$ cat src/bts_pkg.sv
`default_nettype none
package bts_pkg;
   localparam int CLK_MHZ = 125;
   localparam int SETTLE_NS = 10000;
   localparam int SETTLE_CYC = (SETTLE_NS * CLK_MHZ + 999) / 1000;
   localparam int DEGLITCH_US = 10;
   localparam int DEGLITCH_CYC = DEGLITCH_US * CLK_MHZ;
   localparam int PERSIST_US = 1000;
   localparam int PERSIST_CYC = PERSIST_US * CLK_MHZ;
   localparam int SLOW_DIV = 1250;
   localparam int PIN_DG_CYC = 16;
   localparam int I2C_DG_CYC = 64;
   localparam int NPIN = 4;
   localparam int CW = 24;
   localparam logic [2:0] MODE_PP = 3'h0;
   localparam logic [2:0] MODE_WEAK = 3'h1;
   localparam logic [2:0] MODE_OD = 3'h2;
   localparam logic [2:0] MODE_IN = 3'h3;
   localparam logic [2:0] MODE_ADC = 3'h4;
   localparam logic [1:0] MAP_TYPEC = 2'h0;
   localparam logic [1:0] MAP_PD = 2'h1;
   localparam logic [1:0] MAP_APP = 2'h2;
   localparam logic [1:0] MAP_FW = 2'h3;
   typedef enum logic [3:0] {
      ST_RESET = 4'h0,
      ST_CLKON = 4'h1,
      ST_REGS = 4'h2,
      ST_TRIM = 4'h3,
      ST_SETTLE = 4'h4,
      ST_ADDR = 4'h5,
      ST_DEADCHK = 4'h6,
      ST_PATH = 4'h7,
      ST_PERSIST = 4'h8,
      ST_THERM = 4'h9,
      ST_PERIPH = 4'hA,
      ST_RUN = 4'hB
   } bts_state_type;
endpackage
`default_nettype wire

$ cat src/bts_sequencer.sv
`default_nettype none
module bts_sequencer
   import bts_pkg::*;
#(
   parameter int PERSIST_COUNT = bts_pkg::PERSIST_CYC
) (
   // clock and reset
   input wire logic CLK,
   input wire logic SRST,
   // supply monitors and straps (asynchronous)
   input wire logic REG3V3_GOOD,
   input wire logic SYS3V3_GOOD,
   input wire logic VBUS_GOOD,
   input wire logic BUS_POWER_SELECT_PIN,
   input wire logic [1:0] DEBUG_CONTROL_PINS,
   input wire logic [2:0] ADDR_STRAP,
   input wire logic [6:0] OTP_ADDR_BASE,
   // thermal comparators (asynchronous)
   input wire logic DIE_HOT,
   input wire logic DIE_COOL,
   input wire logic PATH_HOT,
   input wire logic PATH_COOL,
   // software clear strobes
   input wire logic CLR_DEADBAT,
   input wire logic CLR_DIE_EVT,
   input wire logic CLR_PATH_EVT,
   // general pins
   input wire logic [NPIN*3-1:0] PIN_MODE,
   input wire logic [NPIN*2-1:0] PIN_MAP,
   input wire logic [NPIN-1:0] PIN_FW_OUT,
   input wire logic [NPIN-1:0] PIN_IN,
   input wire logic [2:0] EVT_TYPEC,
   input wire logic [2:0] EVT_PD,
   input wire logic [2:0] EVT_APP,
   input wire logic PORT_MON_DIGITAL,
   // core and power control
   output logic CORE_RST,
   output logic CORE_CLK_EN,
   output logic RESET_IRQ,
   output logic [6:0] I2C_ADDR1,
   output logic [6:0] I2C_ADDR2,
   output logic HOST_IF_LIMITED,
   output logic PATH_CFG_VALID,
   output logic PATH_SEL,
   output logic CLK48_EN,
   output logic CLK_SLOW_TICK,
   output logic THERM_EN,
   output logic PERIPH_EN,
   output logic CORE_HALT,
   output logic PORT_SWITCH_OFF,
   output logic DIE_IRQ,
   output logic PATH_IRQ,
   // status
   output logic [3:0] BOOT_STAGE,
   output logic DEADBAT_FLAG,
   output logic DIE_EVT_FLAG,
   output logic PATH_EVT_FLAG,
   // pin drivers
   output logic [NPIN-1:0] PIN_OUT,
   output logic [NPIN-1:0] PIN_OE_N,
   output logic [NPIN-1:0] PIN_WEAK,
   output logic [NPIN-1:0] PIN_ADC_SEL,
   output logic [NPIN-1:0] PIN_DG,
   output logic PORT_MON_BUF_EN
);
   // double-flop sync for all async inputs; nothing reads the first stage
   // word: supplies and select, debug pins, strap, otp, four comparators, pins
   localparam int NS = 20 + NPIN;
   logic [NS-1:0] s1, s2, next_s1;
   logic reg_ok, sys_ok, vbus_ok, bps, die_hot, die_cool, path_hot, path_cool;
   logic [1:0] dbg;
   logic [2:0] strap;
   logic [6:0] otp;
   logic [NPIN-1:0] pin_s;
   always_comb begin
      next_s1 = {REG3V3_GOOD, SYS3V3_GOOD, VBUS_GOOD, BUS_POWER_SELECT_PIN,
                 DEBUG_CONTROL_PINS, ADDR_STRAP, OTP_ADDR_BASE, DIE_HOT, DIE_COOL,
                 PATH_HOT, PATH_COOL, PIN_IN};
   end
   always_ff @(posedge CLK) begin
      s1 <= next_s1;
      s2 <= s1;
   end
   assign {reg_ok, sys_ok, vbus_ok, bps, dbg, strap, otp, die_hot, die_cool,
           path_hot, path_cool, pin_s} = s2;

   // boot sequencer state
   bts_state_type st, next_st;
   logic [CW-1:0] cnt, next_cnt;
   logic [6:0] a1, a2, next_a1, next_a2;
   logic dead, next_dead, psel, next_psel, pvalid, next_pvalid;
   logic [10:0] div, next_div;
   always_comb begin
      next_st = st;
      next_cnt = cnt + CW'(1);
      next_a1 = a1;
      next_a2 = a2;
      next_dead = dead;
      next_psel = psel;
      next_pvalid = pvalid;
      // slow tick divider free-runs from reset, whatever the boot stage
      next_div = (div == 11'(SLOW_DIV - 1)) ? 11'h000 : div + 11'h001;
      // clear first so that a detection in the same cycle wins
      if (CLR_DEADBAT) next_dead = 1'b0;
      unique case (st)
         ST_RESET: begin
            next_cnt = '0;
            if (reg_ok) next_st = ST_CLKON;
         end
         ST_CLKON: next_st = ST_REGS;
         ST_REGS: next_st = ST_TRIM;
         ST_TRIM: begin
            next_st = ST_SETTLE;
            next_cnt = '0;
         end
         ST_SETTLE: if (cnt == CW'(SETTLE_CYC - 1)) next_st = ST_ADDR;
         ST_ADDR: begin
            // one-shot capture; later strap changes are ignored
            next_a1 = otp ^ {2'h0, dbg, strap};
            next_a2 = (otp ^ {2'h0, dbg, strap}) + 7'h01;
            next_st = ST_DEADCHK;
         end
         ST_DEADCHK: begin
            if (!sys_ok && vbus_ok) begin
               next_dead = 1'b1;
               next_st = ST_PATH;
            end else begin
               next_st = ST_PERSIST;
            end
            next_cnt = '0;
         end
         ST_PATH: begin
            next_psel = bps;
            next_pvalid = 1'b1;
            next_st = ST_PERSIST;
            next_cnt = '0;
         end
         ST_PERSIST: begin
            // the count restarts only while neither the system nor the bus supply is valid
            if (!(vbus_ok || sys_ok)) next_cnt = '0;
            else if (cnt == CW'(PERSIST_COUNT - 1)) next_st = ST_THERM;
         end
         ST_THERM: next_st = ST_PERIPH;
         ST_PERIPH: next_st = ST_RUN;
         ST_RUN: next_cnt = cnt;
         default: next_st = ST_RESET;
      endcase
      // a regulator drop overrides every stage, halted ones included
      if (!reg_ok) next_st = ST_RESET;
   end
   always_ff @(posedge CLK) begin
      if (SRST) begin
         st <= ST_RESET;
         cnt <= '0;
         a1 <= 7'h00;
         a2 <= 7'h00;
         dead <= 1'b0;
         psel <= 1'b0;
         pvalid <= 1'b0;
         div <= 11'h000;
      end else begin
         st <= next_st;
         cnt <= next_cnt;
         a1 <= next_a1;
         a2 <= next_a2;
         dead <= next_dead;
         psel <= next_psel;
         pvalid <= next_pvalid;
         div <= next_div;
      end
   end

   // thermal deglitch and latches; die state releases only on cool side
   logic [10:0] dcnt, pcnt, next_dcnt, next_pcnt;
   logic dtrip, ptrip, next_dtrip, next_ptrip, devt, pevt, next_devt, next_pevt;
   logic dirq, pirq, next_dirq, next_pirq;
   logic therm_on;
   assign therm_on = (st == ST_THERM) || (st == ST_PERIPH) || (st == ST_RUN);
   always_comb begin
      // any sample that is not hot restarts the count, so short blips never add up
      next_dcnt = (therm_on && die_hot && !dtrip) ? dcnt + 11'h001 : 11'h000;
      next_pcnt = (therm_on && path_hot && !ptrip) ? pcnt + 11'h001 : 11'h000;
      next_dtrip = dtrip;
      next_ptrip = ptrip;
      next_dirq = 1'b0;
      next_pirq = 1'b0;
      // clears come first; a trip in the same cycle sets the flag again
      next_devt = devt && !CLR_DIE_EVT;
      next_pevt = pevt && !CLR_PATH_EVT;
      if (dcnt == 11'(DEGLITCH_CYC - 1)) begin
         next_dtrip = 1'b1;
         next_dirq = 1'b1;
         next_devt = 1'b1;
      end
      if (dtrip && die_cool) next_dtrip = 1'b0;
      if (pcnt == 11'(DEGLITCH_CYC - 1)) begin
         next_ptrip = 1'b1;
         next_pirq = 1'b1;
         next_pevt = 1'b1;
      end
      if (ptrip && path_cool) next_ptrip = 1'b0;
   end
   always_ff @(posedge CLK) begin
      if (SRST) begin
         dcnt <= 11'h000;
         pcnt <= 11'h000;
         dtrip <= 1'b0;
         ptrip <= 1'b0;
         dirq <= 1'b0;
         pirq <= 1'b0;
         devt <= 1'b0;
         pevt <= 1'b0;
      end else begin
         dcnt <= next_dcnt;
         pcnt <= next_pcnt;
         dtrip <= next_dtrip;
         ptrip <= next_ptrip;
         dirq <= next_dirq;
         pirq <= next_pirq;
         devt <= next_devt;
         pevt <= next_pevt;
      end
   end

   // general pins: mode decode, event mapping, input deglitch
   logic [NPIN-1:0] pdg, next_pdg, pout, next_pout;
   logic [5:0] pc [NPIN];
   logic [5:0] next_pc [NPIN];
   genvar g;
   generate
      for (g = 0; g < NPIN; g++) begin : gp
         logic [2:0] md;
         logic [1:0] mp;
         logic [5:0] lim;
         logic src;
         assign md = PIN_MODE[g*3 +: 3];
         assign mp = PIN_MAP[g*2 +: 2];
         // the last two pins use the longer I2C deglitch filter
         assign lim = (g >= NPIN - 2) ? 6'(I2C_DG_CYC - 1) : 6'(PIN_DG_CYC - 1);
         always_comb begin
            unique case (mp)
               MAP_TYPEC: src = EVT_TYPEC[g % 3];
               MAP_PD: src = EVT_PD[g % 3];
               MAP_APP: src = EVT_APP[g % 3];
               MAP_FW: src = PIN_FW_OUT[g];
            endcase
            next_pout[g] = (md == MODE_OD) ? 1'b0 : src;
            // a new level must stand for lim+1 cycles before it is taken
            next_pc[g] = (pin_s[g] == pdg[g]) ? 6'h00 : pc[g] + 6'h01;
            next_pdg[g] = pdg[g];
            if (pc[g] == lim) begin
               next_pdg[g] = pin_s[g];
               next_pc[g] = 6'h00;
            end
         end
         always_ff @(posedge CLK) begin
            if (SRST) begin
               pc[g] <= 6'h00;
               pdg[g] <= 1'b0;
               pout[g] <= 1'b0;
            end else begin
               pc[g] <= next_pc[g];
               pdg[g] <= next_pdg[g];
               pout[g] <= next_pout[g];
            end
         end
         // open drain drives only when pulling low; input and adc modes float
         assign PIN_OE_N[g] = !(PERIPH_EN && ((md == MODE_PP) || (md == MODE_WEAK) ||
                              ((md == MODE_OD) && !src)));
         assign PIN_WEAK[g] = (md == MODE_WEAK);
         assign PIN_ADC_SEL[g] = (md == MODE_ADC);
      end
   endgenerate

   // outputs
   // a die trip gates core clock and peripherals; supervision keeps running
   assign CORE_RST = (st == ST_RESET);
   assign CORE_CLK_EN = (st != ST_RESET) && !dtrip;
   assign RESET_IRQ = (st == ST_CLKON);
   assign I2C_ADDR1 = a1;
   assign I2C_ADDR2 = a2;
   assign HOST_IF_LIMITED = (st > ST_ADDR) && (st != ST_RUN);
   assign PATH_CFG_VALID = pvalid;
   assign PATH_SEL = psel;
   assign CLK48_EN = (st >= ST_PERSIST) && !dtrip;
   assign CLK_SLOW_TICK = (div == 11'h000);
   assign THERM_EN = therm_on;
   assign PERIPH_EN = ((st == ST_PERIPH) || (st == ST_RUN)) && !dtrip;
   assign CORE_HALT = dtrip;
   assign PORT_SWITCH_OFF = ptrip || dtrip;
   assign DIE_IRQ = dirq;
   assign PATH_IRQ = pirq;
   assign BOOT_STAGE = st;
   assign DEADBAT_FLAG = dead;
   assign DIE_EVT_FLAG = devt;
   assign PATH_EVT_FLAG = pevt;
   assign PIN_OUT = pout;
   assign PIN_DG = pdg;
   assign PORT_MON_BUF_EN = PORT_MON_DIGITAL;
endmodule
`default_nettype wire

$ cat config.mk
export PLATFORM = sky130hd
export DESIGN_NAME = bts_sequencer
export DESIGN_NICKNAME = d
export VERILOG_FILES = /design/src/bts_pkg.sv /design/src/bts_sequencer.sv
export SDC_FILE = /design/constraint.sdc
export NUM_CORES = 1
export LEC_CHECK = 0
export ABC_CLOCK_PERIOD_IN_PS = 3000
export BUFFER_PORTS_ARGS = -buffer_cell sky130_fd_sc_hd__buf_2
export CAP_MARGIN = 20
export CELL_PAD_IN_SITES_DETAIL_PLACEMENT = 0
export CELL_PAD_IN_SITES_GLOBAL_PLACEMENT = 1
export CORE_AREA = 2 2 119 121
export CTS_BUF_LIST = sky130_fd_sc_hd__clkbuf_8
export CTS_CLUSTER_DIAMETER = 50
export DETAILED_ROUTE_END_ITERATION = 10
export DIE_AREA = 0 0 121 123
export PLACE_DENSITY_LB_ADDON = 0.12
export REMOVE_ABC_BUFFERS = 1
export SLEW_MARGIN = 20
export SYNTH_ARGS = -nofsm -noshare
export SYNTH_HDL_FRONTEND = slang
export SYNTH_SLANG_ARGS = --single-unit
$ cat constraint.sdc
create_clock -name CLK -period 3 [get_ports CLK]
set_input_delay 0.15 -clock CLK [delete_from_list [all_inputs] [get_ports CLK]]
set_output_delay 0.15 -clock CLK [all_outputs]
set_load 0.005 [all_outputs]
==> results of run 1 <==
[cell families after synthesis]
family	synth area share, %
buffers and inverters	3.48
xor gates and xnor gates	10.9
AOI/OAI and AO/OA	4.49
muxes	2.57
DFF	51.9
adders and majority gates	2.77
and+or+nand+nor	23.8
[power breakdown]
| group | leakage, uW | internal (uW) | switching [uW] |
|---|---|---|---|
| Combinational | 0.00162 | 120 | 96.1 |
| Clock | 0.000184 | 751 | 780 |
| Sequential | 0.00134 | 2220 | 27.3 |
| Total | 0.00315 | 3100 | 903 |
[path summary, 6_finish.rpt]
| kind | cells past startpoint | from | end |
|---|---|---|---|
| worst max-delay path | 4 | BOOT_STAGE[3] | PIN_OE_N[2] |
| worst min-delay path | 3 | SRST | PIN_DG[3] |
| worst max register to register | 5 | BOOT_STAGE[1] | cnt[21] |
| worst min register to register | 0 | s1[1] | s2[1] |
[area by class of cell]
| type | count | area, um^2 |
|---|---|---|
| Fill cell | 1232 | 5870 |
| Sequential cell | 164 | 3280 |
| Multi-Input combinational cell | 448 | 2820 |
| Timing Repair Buffer | 153 | 946 |
| Clock buffer | 18 | 248 |
| Tap cell | 180 | 225 |
| Clock inverter | 13 | 138 |
| Inverter | 21 | 78.8 |
[synthesized netlist by cell type, drive strengths merged (12+ instances only)]
cell type  number
dfxtp         164
nor2          117
nand2          47
xor2           47
nand3          37
xnor2          32
inv            21
a21oi          20
nand4          16
ha             14
and3           13
clkbuf         13
nor3b          12
[worst reg2reg max path, delay by kind of cell (launching register included)]
kind	cells	cell delay, ps
simple gates	3	540
flops	1	510
compound gates	1	500
buf+inv	1	300
[sequential cells by signal, summed over array words and instances (netlist names), 11 cells and up]
| name | flops |
|---|---|
| cnt | 24 |
| dcnt | 11 |
| div | 11 |
| pc | 24 |
| pcnt | 11 |
| s1 | 24 |
| s2 | 24 |
[stage by stage]
step	hold slack, ps	setup slack [ps]	power, uW
finish	271	729	4000
floorplan	178	1100	2390
global route	266	576	4190
CTS	245	708	4060
global placement	253	1040	2480
detailed placement	254	1040	2480
[layer usage]
metal | GRT usage (%) | vias up | routed length [um]
met3 | 5.26 | 18 | 445
met1 | 22.5 | 2262 | 6030
met5 | 0 | - | 0
met2 | 29.7 | 74 | 6170
met4 | 7.49 | 0 | 232
li1 | - | 2504 | -
==> results.toml, run 1 <==
[status]
outcome = "finished, final reports clean"

[clocking]
clk_pin_slew_ps = 80
cts_resized = 0
clk_latency_ps = 450
numCtsBuffers = 17
cts_setup_buffers = 0
cts-root-buf = "clkbuf_8"
cts_hold_buf = 35
cts.sinks = 164
htreeDepth = 4
cts_tree = "built"
clk_path_buf_depth = 2

[setup_path]
worstPathRequired_ps = 2850
cp_cell_sequence = "nor2b_1, and3_1, nand3b_1, buf_2"
cp_max_fo = 20
timing.reg2reg.setup_slack_ps = 1020
cp.arrival_ps = 2120
end_kind = "primary output"
critical_path_class = "flop to primary output"
worst-path-buf-inv = 1
cp_top_family = "simple AND/OR/NAND/NOR gates"
crit_path_start_kind = "flop"
cpMaxStageDelayCell = "dfxtp_1"
slowest_delay_ps = 740

[die]
floorplan.rows = 43
initial_core_util_pct = 46.5
core_area_mm2 = 0.0136
dieWidth_um = 121
dieHeight_um = 123
ios = 119
die-area_mm2 = 0.0149

[cells_and_area]
final_common_cell = "dfxtp_1"
fin_area_mm2 = 0.00774
final_util_pct = 56.9
drive_gt1_share_pct = 20.3
nNetsFinal = 882
most-common-layout-cells = "dfxtp_1, nor2_1, buf_2"
antenna_cells = 0
area_delta_synth_final_pct = 22.4
fin_cells = 997

[placed_design]
place_congestion = 0.864
portBuffers = 116
dp_cells = 931
place_hpwl_mm = 9.05
placed_cell_area_mm2 = 0.00700

[sta]
fmax_mhz = 440
worstMarginPinSlew_ps = 651
rsz0062_at_grt = "no"
fin_crit_sh_pct = 75.7
tns_ps = 0
final_hold_viol_count = 0
finalSetupViolations = 0
slew_headroom_pct = 56.5
slew_violations = 0
skew_ps = 7.97
period_minus_slack_ps = 2270

[routing]
vias = 4858
routedWlPerCell_um = 12.9
first_iter_violations = 201
drtAntennaViolNets = 0
wl_mm = 12.9
drc_errors = 0
firstDrtPassIters = 4
viasPerCell = 4.87

[power_and_ir_drop]
p_leak_uw = 0.00315
pwr_density_cell_mw_per_mm2 = 517
peakVddDrop_mv = 0.299

[yosys]
syn_area_mm2 = 0.00632
yosysTopAreaCell = "dfxtp_1"
synth_seq_cells = 164
synthFlopType = "dfxtp_1"
synthCells = 657
yosys_warnings = 0
synth.area.top_cells = "dfxtp_1, nor2_1, xor2_1, xnor2_1, nand3_1"
async_flop_share_pct = 0
yosysUniqueCellTypes = 50
post_synth.cell_area_avg_um2 = 9.62
synth_edf_count = 0
yosysSeqAreaShare_pct = 51.9
netlist.area_leader.share_pct = 51.9

[global_route]
grt_max_degree = 32
grt_pass1_wl_mm = 21.1
grt_overflow = 0
grt_pass1_vias = 4632
grt.total_usage_pct = 18.1
antenna_found_initial = 0

[worst_hold_path]
hold_class = "primary input to flop"

[flow_run]
cap_viol_max_count = 0
No activity file was read; power rests on OpenSTA's default activity.
==> run 2, diff against run 1 <==
ABC_CLOCK_PERIOD_IN_PS = 1800   (was 3000)
CORE_AREA = 2 2 131 133   (was 2 2 119 121)
DIE_AREA = 0 0 133 135   (was 0 0 121 123)
clock period = 1.8 ns   (was 3 ns; I/O delays follow)
==> run 2 against run 1 <==
Critical endpoint is now CLK_SLOW_TICK. First-iteration DRC count down 30%. Global-route usage is 2.8 points lower. Critical path depth did not move. Sequential share of layout area fell by 1.3 points. The run now ends with negative setup slack left. Register-to-register slack worse by 900 ps. Worst hold slack worse by 91 ps. Non-clock buffer count rose by 20. Clock skew up 2.3 ps. Clock power grew 69%.
==> results.toml, run 2 (synthesis results as in run 1) <==
[status]
outcome = "finished, violations left"
violations = "negative setup slack"

[global_route]
grt_max_degree = 19
grt_pass1_vias = 4835
grt_overflow = 0
antenna_found_initial = 0
grt.total_usage_pct = 15.3
grt_pass1_wl_mm = 22.3

[die]
dieWidth_um = 133
ios = 119
core_area_mm2 = 0.0164
initial_core_util_pct = 38.5
floorplan.rows = 47
die-area_mm2 = 0.0180
dieHeight_um = 135

[placed_design]
place_congestion = 0.845
place_hpwl_mm = 9.87
placed_cell_area_mm2 = 0.00720
portBuffers = 116

[sta]
slew_violations = 0
final_hold_viol_count = 0
fmax_mhz = 554
rsz0062_at_grt = "yes"
skew_ps = 10.3
fin_crit_sh_pct = 100
period_minus_slack_ps = 1810
fin_ws_ps = -5.54
tns_ps = -5.54
worstMarginPinSlew_ps = 526
hold_ws_ps = 180
finalSetupViolations = 1
slew_headroom_pct = 64.4

[clocking]
clk_path_buf_depth = 2
cts_tree = "built"
clk_latency_ps = 460
numCtsBuffers = 17
clk_pin_slew_ps = 90
cts.sinks = 164
cts-root-buf = "clkbuf_8"
htreeDepth = 4

[worst_hold_path]
hold_class = "primary input to primary output"
hold_start = "PORT_MON_DIGITAL"
hold_path_depth = 0
min_to = "PORT_MON_BUF_EN"

[setup_path]
reg2regPathDepth = 5
slowest_delay_ps = 540
r2r_start = "BOOT_STAGE[0]"
r2r_end = "BOOT_STAGE[0]"
crit_path_start_kind = "flop"
end_kind = "primary output"
cp.arrival_ps = 1720
worstPathRequired_ps = 1710
cpMaxStageDelayCell = "or4_4"
critical_path_class = "flop to primary output"
timing.reg2reg.setup_slack_ps = 120
cp_cell_sequence = "or4_4, nor2_4, and3_1, buf_2"
cp_max_fo = 3

[cells_and_area]
most-common-layout-cells = "dfxtp_1, nor2_1, buf_2"
final_common_cell = "dfxtp_1"
final_util_pct = 48.7
drive_gt1_share_pct = 23.3
area_delta_synth_final_pct = 26.4
fin_area_mm2 = 0.00800
antenna_cells = 0
nNetsFinal = 902

[routing]
drc_errors = 0
first_iter_violations = 140
vias = 4938
routedWlPerCell_um = 12.6
viasPerCell = 4.67
drtAntennaViolNets = 0
firstDrtPassIters = 4
wl_mm = 13.3

[power_and_ir_drop]
peakVddDrop_mv = 0.635
p_total_uw = 6700
p_leak_uw = 0.00327
pwr_density_cell_mw_per_mm2 = 839

[flow_run]
cap_viol_max_count = 0
-- run 2: cell types whose count changed in the layout (fill, tap and decap cells not counted), sizes merged, moves of 2 or more --
cell | before | now
clkinvlp | 5 | 2
bufinv | 2 | 0
buf | 118 | 137
clkinv | 5 | 8
inv | 22 | 26
-- run 2: what timing repair did --
| item | in CTS | in global routing |
|---|---|---|
| hold endpoints to repair | 35 | 0 |
| setup buffers | 0 | 1 |
| setup endpoints to repair | 6 | 6 |
| pin swaps | 0 | 1 |
| gates resized for setup | 4 | 6 |
| hold buffers | 36 | 0 |
-- run 2: critical path: cells and delay by family (launching register included) --
kind / cells / cell delay, ps
DFF: 1 / 340
and+or+nand+nor: 3 / 810
buffers and inverters: 1 / 110
-- run 2: report_power, final --
group / leakage [uW] / internal (uW) / switching, uW
clock: 0.000195 / 1040 / 1530
sequential: 0.00134 / 3710 / 38.3
combinational: 0.00173 / 212 / 170
total: 0.00327 / 4960 / 1740
-- run 2: metrics by stage --
step	instances	setup slack [ps]
after CTS	1057	-43.6
after global routing	1058	-80.8
after floorplan	633	-97.8
final	1058	-5.54
after global placement	989	169
after detailed placement	989	137
-- run 2: worst max path at each step --
stage / startpoint / cells after the start / endpoint
after floorplan: BOOT_STAGE[2] / 5 / cnt[20]
after global placement: cnt[0] / 6 / cnt[18]
after detailed placement: cnt[0] / 6 / cnt[18]
after CTS: div[9] / 4 / CLK_SLOW_TICK
after global routing: div[9] / 4 / CLK_SLOW_TICK
final: div[9] / 4 / CLK_SLOW_TICK
-- run 2: final cells by class --
| cell class | count | area [um^2] |
|---|---|---|
| fill | 1507 | 8410 |
| sequential | 164 | 3290 |
| multi-input combinational | 448 | 2840 |
| timing repair buffer | 173 | 1110 |
| tap | 220 | 275 |
| clock buffer | 17 | 234 |
| clock inverter | 15 | 169 |
| inverter | 21 | 78.8 |
-- run 2: routing by layer --
layer  wire, um  vias up  GRT usage, %
met2       6500       60          26.1
met1       6070     2311          18.3
li1           -     2551             -
met3        523       16          4.65
met4        203        0          5.79
met5          0        -             0
==> run 3, diff against run 2 <==
BUFFER_PORTS_ARGS = unset   (was -buffer_cell sky130_fd_sc_hd__buf_2)
CORE_AREA = 2 2 122 124   (was 2 2 131 133)
DIE_AREA = 0 0 124 126   (was 0 0 133 135)
DONT_BUFFER_PORTS = 1   (was unset)
==> run 3 against run 2 <==
The run now ends clean. Cell count shrank 14%. Non-clock buffer count shrank 116. Clock skew down 3.2 ps. Fmax increased by 4.5%. Largest cell class unchanged. Largest power group unchanged.
==> results.toml, run 3 (synthesis results as in run 1) <==
[status]
outcome = "finished, final reports clean"

[worst_hold_path]
hold_class = "primary input to flop"
hold_path_depth = 4

[clocking]
clk_latency_ps = 450
numCtsBuffers = 17
cts-root-buf = "clkbuf_8"
cts.sinks = 164
clk_path_buf_depth = 2
cts_tree = "built"
clk_pin_slew_ps = 90
htreeDepth = 4

[placed_design]
dp_cells = 836
portBuffers = 0
place_hpwl_mm = 8.84
place_congestion = 0.878

[sta]
final_hold_viol_count = 0
fin_crit_sh_pct = 96.0
period_minus_slack_ps = 1730
rsz0062_at_grt = "yes"
slew_violations = 0
slew_headroom_pct = 68.8
finalSetupViolations = 0
fmax_mhz = 579
worstMarginPinSlew_ps = 461
skew_ps = 7.15

[routing]
wl_mm = 12.6
first_iter_violations = 164
viasPerCell = 4.97
firstDrtPassIters = 4
drtAntennaViolNets = 0
drc_errors = 0
vias = 4501
routedWlPerCell_um = 13.9

[power_and_ir_drop]
pwr_density_cell_mw_per_mm2 = 890
p_leak_uw = 0.00274
peakVddDrop_mv = 0.672
p_total_uw = 6540

[setup_path]
crit_path_start_kind = "flop"
cp.arrival_ps = 1640
worstPathRequired_ps = 1710
end_kind = "primary output"
cp_max_fo = 4
reg2regPathDepth = 6
critical_path_class = "flop to primary output"

[die]
dieWidth_um = 124
initial_core_util_pct = 44.2
floorplan.rows = 44
dieHeight_um = 126
die-area_mm2 = 0.0156
ios = 119
core_area_mm2 = 0.0143

[cells_and_area]
drive_gt1_share_pct = 10.7
antenna_cells = 0
nNetsFinal = 786
final_util_pct = 51.3
area_delta_synth_final_pct = 16.1
most-common-layout-cells = "dfxtp_1, nor2_1, xor2_1"
final_common_cell = "dfxtp_1"
fin_cells = 906

[global_route]
grt_pass1_vias = 4437
grt_max_degree = 32
grt.total_usage_pct = 17.4
antenna_found_initial = 0
grt_overflow = 0
grt_pass1_wl_mm = 21.4

[flow_run]
cap_viol_max_count = 0
==> run 3: cell count changes in the layout (fill, tap and decap cells not counted), moves of 2 or more <==
cell      before  now
clkinv_8       4    0
clkinv_4       4    6
dfxtp_1      161  163
inv_8          4    2
nor2b_2        2    0
inv_6          1    4
buf_2        116    0
nor2b_1        2    4
clkbuf_8      17   19
==> run 3: area by class of cell <==
class | instances | area, um^2
Multi-Input combinational cell | 448 | 2840
Timing Repair Buffer | 57 | 531
Inverter | 21 | 78.8
Sequential cell | 164 | 3280
Clock buffer | 19 | 262
Clock inverter | 13 | 118
Tap cell | 184 | 230
Fill cell | 1365 | 6970
==> run 3: per-layer routing <==
layer	global-route usage (%)	wire, um	vias up	part of all wire, %
met5	0	0	-	0
met4	6.54	221	0	1.7
met3	5.57	634	19	5.0
met2	27.1	6050	83	48
met1	22.4	5730	2077	45
li1	-	-	2322	-
==> run 3: what timing repair did <==
action,in CTS,in global routing
hold buffers,37,0
gates cloned,0,0
endpoints found under the hold margin,71,0
pin swaps,0,1
setup buffers,0,1
endpoints found under the setup margin,6,13
gates resized for setup,2,4
==> run 3: final timing paths <==
kind	end	slack, ps	startpoint
worst max register to register	cnt[18]	110	cnt[0]
worst max-delay path	CLK_SLOW_TICK	70	div[9]
worst min register to register	s2[0]	330	s1[0]
worst min-delay path	dcnt[1]	30	SRST
==> run 3: power breakdown <==
part	switching, uW	internal [uW]
combinational	130	156
clock	1420	1080
sequential	43.8	3710
total	1600	4940
==> run 3: through the flow <==
stage / TNS (ps) / hold WS (ps) / cell area (um^2) / setup WS [ps]
finish: 0 / 29.6 / 7340 / 72.1
detailed placement: 0 / 118 / 6560 / 138
floorplan: -97.8 / 118 / 6180 / -97.8
global placement: 0 / 118 / 6560 / 154
CTS: 0 / 20.5 / 7320 / 18.6
global route: -26.6 / 14.4 / 7340 / -26.5
==> run 3: critical path: stages, from the launching register on <==
cell     delay [ps]
dfxtp_1         340
or4_1           530
nor2_2          120
and3_4          200
